==> src/shared/pfvs_map.svh <==
// What this block does
// - initiate bit 16 write with an unchanged frequency code starts voltage change
// - pending set until voltage code reaches regulator
// - frequency codes applied as written; 200 MHz step limit left to software
// - 20-bit timeout field bits 51..32, 5 ns tick
// - initiate bit write with a new frequency code starts frequency change
// - pending set until new frequency in effect
// - both cores share one clock and voltage plane
`ifndef PFVS_MAP_SVH
`define PFVS_MAP_SVH
`define PFVS_CTL_ADDR 32'hc0010041
`define PFVS_STS_ADDR 32'hc0010042
`define PFVS_FREQ_LSB 0
`define PFVS_FREQ_MSB 5
`define PFVS_VOLT_LSB 8
`define PFVS_VOLT_MSB 13
`define PFVS_INIT_BIT 16
`define PFVS_PEND_BIT 31
`define PFVS_TO_LSB 32
`define PFVS_TO_MSB 51
`define PFVS_CUR_VOLT_LSB 32
`define PFVS_CUR_VOLT_MSB 37
`define PFVS_FREQ_RESET 6'h00
`define PFVS_VOLT_RESET 6'h00
`define PFVS_CLK_NS 50
`define PFVS_TICK_NS 5
`define PFVS_TICKS_PER_CLK (`PFVS_CLK_NS / `PFVS_TICK_NS)
`define PFVS_VCO_STEP_MHZ 200
`endif

==> src/shared/pfvs_pkg.sv <==
package pfvs_pkg;
  typedef logic [5:0] pfvs_code_t;
  typedef enum logic [1:0] {
    PFVS_IDLE = 2'b00,
    PFVS_VOLT = 2'b01,
    PFVS_LOCK = 2'b10
  } pfvs_state_e;
endpackage : pfvs_pkg

==> src/shared/pfvs_lock_if.sv <==
`timescale 1ns/1ps
// start/done handshake between sequencer and lock timer
interface pfvs_lock_if;
  logic start;         // one-cycle pulse, load count
  logic [19:0] count;  // timeout in 5 ns ticks
  logic done;          // one-cycle pulse, count expired
  modport seq (output start, output count, input done);
  modport tmr (input start, input count, output done);
endinterface : pfvs_lock_if

==> src/pfvs_lock_timer.sv <==
`timescale 1ns/1ps
`include "pfvs_map.svh"
// counts down stop-grant timeout; ten 5 ns ticks elapse per 50 ns clock
module pfvs_lock_timer (
  input wire logic CLK,
  input wire logic RESET,
  pfvs_lock_if.tmr lk
);
  typedef struct packed {
    logic [20:0] rem;  // ticks left, one bit of headroom
    logic busy;
    logic done;
  } pfvs_tmr_s;
  pfvs_tmr_s r;
  pfvs_tmr_s next_r;

  assign lk.done = r.done;

  // load on start, subtract ticks each clock, pulse done once
  always_comb begin
    next_r = r;
    next_r.done = 1'b0;
    if (lk.start) begin
      next_r.rem = {1'b0, lk.count};
      next_r.busy = 1'b1;
    end else if (r.busy) begin
      if (r.rem <= 21'(`PFVS_TICKS_PER_CLK)) begin
        next_r.rem = 21'h000000;
        next_r.busy = 1'b0;
        next_r.done = 1'b1;
      end else begin
        next_r.rem = r.rem - 21'(`PFVS_TICKS_PER_CLK);
      end
    end
  end

  // registered state
  always_ff @(posedge CLK) begin
    if (RESET) begin
      r <= '0;
    end else begin
      r <= next_r;
    end
  end

  // done ends the run; it never overlaps a live count
  a_done_ends_busy: assert property (@(posedge CLK)
    disable iff (RESET)
    r.done |-> !r.busy)
    else $error("done while busy");
  // a start loads the whole count with the headroom bit clear
  a_start_loads: assert property (@(posedge CLK)
    disable iff (RESET)
    lk.start |=> (r.busy && r.rem == {1'b0, $past(lk.count)}))
    else $error("timeout count not loaded");
  // ten 5 ns ticks leave the count on every clock of the run but the last
  a_tick_step: assert property (@(posedge CLK)
    disable iff (RESET)
    (r.busy && !lk.start && r.rem > 21'(`PFVS_TICKS_PER_CLK)) |=>
      (r.rem == $past(r.rem) - 21'(`PFVS_TICKS_PER_CLK)))
    else $error("timeout count stepped wrongly");
  // the last partial tick ends the run with a done pulse
  a_done_on_end: assert property (@(posedge CLK)
    disable iff (RESET)
    (r.busy && !lk.start && r.rem <= 21'(`PFVS_TICKS_PER_CLK)) |=>
      (r.done && !r.busy))
    else $error("timeout run did not end");
endmodule : pfvs_lock_timer

==> src/pfvs_sequencer.sv <==
`timescale 1ns/1ps
`include "pfvs_map.svh"
// performance-state register pair; drives the shared voltage code and
// frequency code for both cores, one plane for the whole die
module pfvs_sequencer (
  input wire logic CLK,
  input wire logic RESET,
  input wire logic REG_WR,          // write strobe, one cycle
  input wire logic REG_RD,          // read strobe, one cycle
  input wire logic [31:0] REG_ADDR, // register address
  input wire logic [63:0] REG_WDATA,
  output logic [63:0] REG_RDATA,    // registered read data
  output logic REG_RVALID,          // read data valid pulse
  output logic [5:0] VOLTAGE_CODE,  // to external regulator
  output logic [5:0] FREQUENCY_CODE // to core clock generator
);
  typedef struct packed {
    pfvs_pkg::pfvs_state_e st;
    pfvs_pkg::pfvs_code_t target_voltage_code;
    pfvs_pkg::pfvs_code_t target_frequency_code;
    logic [19:0] stop_grant_timeout_count;
    pfvs_pkg::pfvs_code_t current_voltage_code;
    pfvs_pkg::pfvs_code_t current_frequency_code;
    logic change_pending_flag;
    logic lock_start;
    logic [63:0] rdata;
    logic rvalid;
  } pfvs_seq_s;
  pfvs_seq_s r;
  pfvs_seq_s next_r;

  pfvs_lock_if lk ();

  // lock timer covers pll settling during frequency change
  pfvs_lock_timer u_timer (
    .CLK(CLK),
    .RESET(RESET),
    .lk(lk)
  );

  // the timer reads the count stored by the initiating write; later
  // writes are refused while pending, so the count cannot move under it
  assign lk.start = r.lock_start;
  assign lk.count = r.stop_grant_timeout_count;
  assign REG_RDATA = r.rdata;
  assign REG_RVALID = r.rvalid;
  // single output pair feeds both cores
  assign VOLTAGE_CODE = r.current_voltage_code;
  assign FREQUENCY_CODE = r.current_frequency_code;

  // address decode is exact; no mirrors at neighbouring addresses
  logic ctl_wr;  // write to control register
  logic init_req;  // initiate bit seen in that write
  assign ctl_wr = REG_WR && (REG_ADDR == `PFVS_CTL_ADDR);
  assign init_req = ctl_wr && REG_WDATA[`PFVS_INIT_BIT];

  // next-state logic: register writes, reads and the change sequence
  always_comb begin
    next_r = r;
    next_r.lock_start = 1'b0;
    next_r.rvalid = 1'b0;
    // fields are written only while pending is clear so a pending change is undisturbed
    if (ctl_wr && !r.change_pending_flag) begin
      next_r.target_frequency_code =
        REG_WDATA[`PFVS_FREQ_MSB:`PFVS_FREQ_LSB];
      next_r.target_voltage_code = REG_WDATA[`PFVS_VOLT_MSB:`PFVS_VOLT_LSB];
      next_r.stop_grant_timeout_count =
        REG_WDATA[`PFVS_TO_MSB:`PFVS_TO_LSB];
    end
    unique case (r.st)
      pfvs_pkg::PFVS_IDLE: begin
        if (init_req) begin
          next_r.change_pending_flag = 1'b1;
          // a new frequency code takes the lock path; else voltage only
          if (REG_WDATA[`PFVS_FREQ_MSB:`PFVS_FREQ_LSB]
              != r.current_frequency_code) begin
            next_r.st = pfvs_pkg::PFVS_LOCK;
            // the 200 MHz oscillator step limit is left to software: a
            // code is applied as written, so a wide jump would still
            // reach the clock generator in one step
            next_r.lock_start = 1'b1;
            next_r.current_frequency_code =
              REG_WDATA[`PFVS_FREQ_MSB:`PFVS_FREQ_LSB];
          end else begin
            next_r.st = pfvs_pkg::PFVS_VOLT;
          end
        end
      end
      pfvs_pkg::PFVS_VOLT: begin
        // present voltage code and release pending on the same edge
        next_r.current_voltage_code = r.target_voltage_code;
        next_r.change_pending_flag = 1'b0;
        next_r.st = pfvs_pkg::PFVS_IDLE;
      end
      pfvs_pkg::PFVS_LOCK: begin
        // frequency counted in effect only after the lock timeout
        if (lk.done) begin
          next_r.change_pending_flag = 1'b0;
          next_r.st = pfvs_pkg::PFVS_IDLE;
        end
      end
      default: begin
        // code 2'b11 is illegal; recover to idle
        next_r.st = pfvs_pkg::PFVS_IDLE;
        next_r.change_pending_flag = 1'b0;
      end
    endcase
    // read mux; unmapped addresses read as zero
    // the answer lands one edge later and stands until the next read
    if (REG_RD) begin
      next_r.rvalid = 1'b1;
      next_r.rdata = 64'h0000000000000000;
      if (REG_ADDR == `PFVS_CTL_ADDR) begin
        next_r.rdata[`PFVS_FREQ_MSB:`PFVS_FREQ_LSB] =
          r.target_frequency_code;
        next_r.rdata[`PFVS_VOLT_MSB:`PFVS_VOLT_LSB] = r.target_voltage_code;
        next_r.rdata[`PFVS_TO_MSB:`PFVS_TO_LSB] =
          r.stop_grant_timeout_count;
      end else if (REG_ADDR == `PFVS_STS_ADDR) begin
        next_r.rdata[`PFVS_FREQ_MSB:`PFVS_FREQ_LSB] =
          r.current_frequency_code;
        next_r.rdata[`PFVS_CUR_VOLT_MSB:`PFVS_CUR_VOLT_LSB] =
          r.current_voltage_code;
        next_r.rdata[`PFVS_PEND_BIT] = r.change_pending_flag;
      end
    end
  end

  // registered state; powers up at lowest codes
  always_ff @(posedge CLK) begin
    if (RESET) begin
      r <= '0;
      r.current_voltage_code <= `PFVS_VOLT_RESET;
      r.current_frequency_code <= `PFVS_FREQ_RESET;
    end else begin
      r <= next_r;
    end
  end

  // checks on the change sequence and register reads; each sleeps while reset is high
  // an initiating write from idle raises pending on the next edge
  a_init_sets_pend: assert property (@(posedge CLK)
    disable iff (RESET)
    (init_req && !r.change_pending_flag) |=> r.change_pending_flag)
    else $error("initiate did not set pending");
  // the voltage step presents the stored code as pending drops
  a_volt_clears_pend: assert property (@(posedge CLK)
    disable iff (RESET)
    (r.st == pfvs_pkg::PFVS_VOLT) |=>
      (!r.change_pending_flag && VOLTAGE_CODE == $past(r.target_voltage_code)))
    else $error("voltage not presented on pending clear");
  // a voltage-only change is over two edges after its write
  a_volt_path_two: assert property (@(posedge CLK)
    disable iff (RESET)
    (init_req && r.st == pfvs_pkg::PFVS_IDLE &&
     REG_WDATA[`PFVS_FREQ_MSB:`PFVS_FREQ_LSB] == r.current_frequency_code)
    |=> ##1 !r.change_pending_flag)
    else $error("voltage change took wrong time");
  // a new frequency code starts the lock timer at once
  a_freq_starts_lock: assert property (@(posedge CLK)
    disable iff (RESET)
    (init_req && r.st == pfvs_pkg::PFVS_IDLE &&
     REG_WDATA[`PFVS_FREQ_MSB:`PFVS_FREQ_LSB] != r.current_frequency_code)
    |=> (r.lock_start && r.st == pfvs_pkg::PFVS_LOCK))
    else $error("frequency change did not start timer");
  // and reaches the clock generator on that same edge
  a_freq_applied: assert property (@(posedge CLK)
    disable iff (RESET)
    (init_req && r.st == pfvs_pkg::PFVS_IDLE &&
     REG_WDATA[`PFVS_FREQ_MSB:`PFVS_FREQ_LSB] != r.current_frequency_code)
    |=> FREQUENCY_CODE == $past(REG_WDATA[`PFVS_FREQ_MSB:`PFVS_FREQ_LSB]))
    else $error("frequency code not applied");
  // the codes move only at the steps that own them
  a_volt_moves_late: assert property (@(posedge CLK)
    disable iff (RESET)
    $changed(VOLTAGE_CODE) |-> $past(r.st) == pfvs_pkg::PFVS_VOLT)
    else $error("voltage code moved outside voltage step");
  a_freq_moves_late: assert property (@(posedge CLK)
    disable iff (RESET)
    $changed(FREQUENCY_CODE) |->
      $past(init_req && r.st == pfvs_pkg::PFVS_IDLE))
    else $error("frequency code moved without initiate");
  // pending stands through the lock wait and drops right after it
  a_lock_holds_pend: assert property (@(posedge CLK)
    disable iff (RESET)
    (r.st == pfvs_pkg::PFVS_LOCK && !lk.done) |=> r.change_pending_flag)
    else $error("pending dropped before lock");
  a_done_clears: assert property (@(posedge CLK)
    disable iff (RESET)
    (r.st == pfvs_pkg::PFVS_LOCK && lk.done) |=> !r.change_pending_flag)
    else $error("pending stuck after lock");
  // a write while pending changes no field and starts nothing
  a_busy_ignores: assert property (@(posedge CLK)
    disable iff (RESET)
    (ctl_wr && r.change_pending_flag) |=>
      ($stable(r.target_voltage_code) && $stable(r.target_frequency_code)))
    else $error("write changed fields while pending");
  a_busy_no_start: assert property (@(posedge CLK)
    disable iff (RESET)
    (ctl_wr && r.change_pending_flag) |=>
      (!r.lock_start && $stable(r.stop_grant_timeout_count)))
    else $error("write while pending disturbed the timer");
  // an idle write stores the timeout field for the lock timer
  a_count_latched: assert property (@(posedge CLK)
    disable iff (RESET)
    (ctl_wr && !r.change_pending_flag) |=>
      (r.stop_grant_timeout_count ==
       $past(REG_WDATA[`PFVS_TO_MSB:`PFVS_TO_LSB])))
    else $error("timeout field not stored");
  // a read answers one edge later; polling relies on that rhythm
  a_read_pulse: assert property (@(posedge CLK)
    disable iff (RESET)
    REG_RD |=> REG_RVALID ##1 (!REG_RVALID || $past(REG_RD)))
    else $error("read valid not a pulse");
  // read data stand until the next read
  a_rdata_stands: assert property (@(posedge CLK)
    disable iff (RESET)
    !REG_RD |=> $stable(REG_RDATA))
    else $error("read data moved without a read");
  // status bit 31 shows the pending flag of the sampling edge
  a_pend_reads_back: assert property (@(posedge CLK)
    disable iff (RESET)
    (REG_RD && REG_ADDR == `PFVS_STS_ADDR) |=>
      (REG_RDATA[`PFVS_PEND_BIT] == $past(r.change_pending_flag)))
    else $error("status read lost the pending flag");
endmodule : pfvs_sequencer

==> config.mk <==
export PLATFORM = sky130hd
export DESIGN_NAME = pfvs_sequencer
export DESIGN_NICKNAME = d
export VERILOG_FILES = /design/src/shared/pfvs_pkg.sv /design/src/shared/pfvs_lock_if.sv /design/src/pfvs_lock_timer.sv /design/src/pfvs_sequencer.sv
export VERILOG_INCLUDE_DIRS = /design/src /design/src/shared
export SDC_FILE = /design/constraint.sdc
export NUM_CORES = 1
export LEC_CHECK = 0
export ABC_AREA = 0
export BUFFER_PORTS_ARGS = -buffer_cell sky130_fd_sc_hd__buf_2
export CAP_MARGIN = 20
export CORE_AREA = 4 4 126 128
export CTS_BUF_LIST = sky130_fd_sc_hd__clkbuf_16
export DETAILED_ROUTE_END_ITERATION = 6
export DIE_AREA = 0 0 130 132
export GPL_ROUTABILITY_DRIVEN = 0
export SLEW_MARGIN = 40
export SYNTH_ARGS = -nofsm -noshare
export SYNTH_HDL_FRONTEND = slang
export SYNTH_SLANG_ARGS = --single-unit
export TNS_END_PERCENT = 10
==> constraint.sdc <==
create_clock -name CLK -period 4.5 [get_ports CLK]
set_input_delay 1.35 -clock CLK [delete_from_list [all_inputs] [get_ports CLK]]
set_output_delay 1.35 -clock CLK [all_outputs]
set_load 0.1 [all_outputs]
Word level (Yosys, flattened, before mapping)
Index checks and enable logic that the tools add are counted.
{ "op_classes": {"reduce_logical": 11, "bitwise_logic": 3, "n_addsub": 1, "eq_ne": 7, "n_lt_le_gt_ge": 1, "muxes": 20} }
{ "ops": {"columns": ["operator", "n"], "rows": [
  ["32-bit equality test, second input constant", 2],
  ["21-bit 2-to-1 mux", 2],
  ["6-bit 2-to-1 mux", 4],
  ["22-bit 2-to-1 mux", 1],
  ["21-bit by 4-bit less-or-equal comparator with 1-bit output, second input constant", 1],
  ["21-bit by 4-bit subtractor with 21-bit output, second input constant", 1],
  ["14-bit 2-to-1 mux", 1],
  ["2-bit 2-to-1 mux", 5],
  ["7-bit 2-to-1 mux", 1],
  ["6-bit != test", 1],
  ["3-bit OR reduction", 2],
  ["1-bit 2-to-1 mux", 4],
  ["2-bit case mux with 2 select lines", 1],
  ["1-bit logical AND", 3],
  ["1-bit NOT", 3],
  ["3-bit AND reduction", 1],
  ["2-bit by 1-bit equality test with 1-bit output, second input constant", 1],
  ["2-bit equality test, second input constant", 1],
  ["2-bit logical NOT", 1],
  ["2-bit by 1-bit != test with 1-bit output, second input constant", 1],
  ["2-bit != test, second input constant", 1],
  ["1-bit case mux with 2 select lines", 1],
  ["2-bit AND reduction", 1],
  ["2-bit nonzero test", 1],
  ["2 further kinds", 2]
]} }
{ "totals": {"inputBits": 100, "reg_bits": 105} }

Logic depth before layout (Yosys ltp)
{ "logic_depth": {"word_depth": 5, "ltp_mapped": 8, "mapped_depth_nobuf": 7} }

By module
A second synthesis with hierarchy kept.
{ "hier_totals": {"cells_unflattened": 599, "area_unflattened_um2": 5079.9} }
{ "modules_own_cells": {"columns": ["module", "n_inst", "area_per_inst_um2", "cells_per_inst"], "rows": [
  ["pfvs_sequencer", 1, 3683.5, 432],
  ["pfvs_lock_timer", 1, 1396.3, 167]
]} }

Worst setup path before layout
OpenSTA, ideal clock, no wires.
{ "synth_path": {"path_kind": "input to register", "from": "in REG_ADDR[26]", "to": "reg r (netlist bit lk.count[0])", "path_buffers": 1, "stages": 6, "setup_ps": 128, "t_arrival_ps": 2750, "required_ps": 4372, "setup_slack_ps": 1623, "cell_sequence": "nor4b_2 nand4_2 nor4_4 buf_6 mux2i_1 nor2_1"} }
{ "synth_between": {"elab_chain_cells": 3} }
{ "synth_rtl": {"columns": ["item", "line", "rtl"], "rows": [
  ["start: declaration", "pfvs_sequencer.sv:10", "input wire logic [31:0] REG_ADDR,"],
  ["32-bit equality test (no source line)", null, null],
  ["1-bit logical AND", "pfvs_sequencer.sv:54", "assign ctl_wr = REG_WR && (REG_ADDR == `PFVS_CTL_ADDR);"],
  ["1-bit logical AND", "pfvs_sequencer.sv:63", "if (ctl_wr && !r.change_pending_flag) begin"],
  ["end signal: assignment", "pfvs_sequencer.sv:136", "r <= next_r;"],
  ["end: declaration", "pfvs_sequencer.sv:29", "pfvs_seq_s r;"]
]} }
No other way between the ends.
A chain may end at the register's enable or synchronous reset.

Worst setup path in the final report
{ "layout_path": {"from": "in REG_ADDR[5]", "to": "reg r[107] in the netlist's numbering"} }
Same word-level chain as after synthesis.

==> results.cfg <==
[global_route]
grt_pass1_wl_mm = 19.90
grt_pass1_vias = 3780
antenna_found_initial = 0
grt_max_degree = 61
overflow = 0
track_usage_pct = 14.12

[detailed_routing]
routed_wl_mm = 12.30
first_pass_iters = 4
drc = 0
final_antenna_net_count = 0
wl_per_cell_microns = 15.16
via_count = 3959
vias_per_cell = 4.882
first_iter_violations = 251

[clock_network]
cts_sinks = 105
h-tree-depth = 3
hold_buffers = 0
cts_resized = 0
clockRootBuffer = clkbuf_16
clock_latency_ps = 330
postCtsSetupBuffers = 0
cts_buffers = 9
cts_tree = yes
clockBufferDepth = 2
clkTransAtPathRegs_ps = 70

[placed_design]
dp_hpwl_mm = 8.847
dp.cells = 795
port-buffer-count = 114

[timing]
hold_viol = 0
fin_skew_ps = 5.829
setup_violations = 0
max_slew.worst_pin.slew_ps = 713.2
fmax_mhz = 310.4
rsz0062_at_grt = no
period_share_pct = 71.58
slew_viol_final = 0
slew_headroom_pct = 52.10
fin_tns_setup_ps = 0
period_minus_slack_ps = 3221

[layout]
num_antenna_cells = 0
area_delta_synth_final_pct = 11.28
finalNonFillerCells = 811
fill_cells = 1492
drive_above_1_share_pct = 25.20
final_nets = 719
most-common-layout-cells = 114 x buf_2, 104 x dfxtp_1, 70 x nor2_1
final_common_cell = buf_2

[synthesis]
syn_area_sq_um = 5079
yosys_warnings = 0
ys_seq_area_share_pct = 41.39
synth_cell_type_count = 43
synthCells = 562
synth-seq-cells = 105
syn-mean-instance-area_sq_um = 9.037

[power]
p_leak_uw = 0.002417
peakVddDrop_v = 0.0001631
p_per_area_nw_per_um2 = 330.5

[worst_setup_path]
startpoint = REG_ADDR[5]
critPathSlowestCell = nor4_4
cp_max_fo = 26
critPathArrivalTime_ps = 3410
startpoint_type = input port
worst_setup_path_end_kind = flip-flop
max_stage_delay_ps = 640
r2r-start = u_timer.r[3]
crit_type = in2reg
required_ps = 4690
path_cells = buf_2 > nor4b_2 > nand4_1 > nor4_4 > buf_12 > mux2i_1 > nor2_1

[job]
maxCapViolCount = 0

[worst_hold_path]
hold_start = r[99]
hold_class = reg2reg

[floorplanning]
coreArea_sq_um = 14860
design.die.area_sq_um = 17160
num_rows = 45
die_height_microns = 132
io_pins = 177
initial_utilization_pct = 34.17
fp.dieW_microns = 130

[outcome]
status = finished clean
==> sequential cells by signal (all words and copies together) (netlist names) <==
signal / cells
FREQUENCY_CODE: 6
REG_RDATA: 33
REG_RVALID: 1
VOLTAGE_CODE: 6
lk.count: 20
lk.start: 1
r: 15
u_timer.lk.done: 1
u_timer.r: 22
==> worst max-delay path: cells and delay by family <==
kind                   cells  cell delay (ps)
multiplexers               1              230
AND/OR/NAND/NOR            4             1410
buffers and inverters      2              400
==> synthesized netlist by cell type (all sizes together) <==
| master | count | share of area, % |
|---|---|---|
| a2111oi | 1 | 0.30 |
| a21boi | 1 | 0.15 |
| a21o | 1 | 0.15 |
| a21oi | 31 | 3.1 |
| a22oi | 32 | 4.7 |
| and2 | 1 | 0.12 |
| and3 | 1 | 0.12 |
| and4 | 3 | 0.52 |
| buf | 84 | 12 |
| clkbuf | 22 | 1.6 |
| conb | 1 | 0.074 |
| dfxtp | 105 | 41 |
| ha | 1 | 0.25 |
| inv | 5 | 0.37 |
| mux2i | 38 | 7.5 |
| nand2 | 36 | 2.7 |
| nand2b | 6 | 0.74 |
| nand3 | 10 | 1.1 |
| nand3b | 2 | 0.30 |
| nand4 | 6 | 0.86 |
| nand4b | 1 | 0.17 |
| nor2 | 71 | 5.2 |
| nor2b | 1 | 0.12 |
| nor3 | 11 | 1.1 |
| nor3b | 17 | 2.5 |
| nor4 | 13 | 2.8 |
| nor4b | 4 | 1.2 |
| o21ai | 8 | 0.79 |
| o22ai | 19 | 2.5 |
| o41a | 1 | 0.22 |
| or3 | 1 | 0.12 |
| or3b | 1 | 0.17 |
| or4 | 5 | 0.89 |
| xnor2 | 11 | 1.9 |
| xor2 | 11 | 1.9 |
==> kinds of logic after synthesis <==
kind of cell / count (synthesis) / synth area share, %
flip-flops: 105 / 41.39
adder cells (fa/ha/maj): 1 / 0.2463
AND/OR/NAND/NOR: 190 / 20.72
AO/OA/AOI/OAI: 94 / 11.85
other: 1 / 0.07384
multiplexers: 38 / 7.489
XOR/XNOR: 22 / 3.794
buffers and inverters: 111 / 14.44
==> final timing paths <==
kind / to / slack, ps / depth (start not counted)
worst max-delay path: r[107] / 1280 / 7
worst min-delay path: REG_RDATA[0] / 440 / 2
worst max register to register: u_timer.r[4] / 2310 / 7
worst min register to register: REG_RDATA[0] / 440 / 2
==> power by group <==
part           leakage, uW  total (uW)  switching (uW)  internal (uW)
clock             0.000140         753             328            425
sequential        0.000846         929           0.106            929
combinational      0.00143         186             157           29.0
total              0.00242        1870             484           1380
==> cell type report <==
class,count,area [sq um],share of cell area (%)
sequential,105,2103,37.22
inverter,5,18.77,0.3321
timing repair buffer,121,635.6,11.25
multi-input combinational,376,2371,41.95
clock inverter,7,62.56,1.107
clock buffer,9,225.2,3.985
tap,188,235.2,4.162
==> metrics by stage <==
step,instance area [sq um],hold WS [ps],total power (uW),util (%),setup WS [ps]
floorplan,5191,414.9,1113,-,1623
global placement,5360,425.3,1134,36.06,947.5
detailed placement,5363,426.7,1135,36.08,909.9
CTS,5650,439.4,1894,38.01,1262
global route,5652,454.8,1942,38.02,1034
finish,5652,436.9,1868,38.02,1279
==> per-layer routing <==
metal | GRT usage (%) | routed length [microns] | part of all wire [%]
met1 | 18.73 | 5506 | 45
met2 | 22.52 | 5955 | 48
met3 | 3.849 | 678 | 5.5
met4 | 3.984 | 157 | 1.3
met5 | 0 | 0 | 0
(Power assumes the default switching activity.)
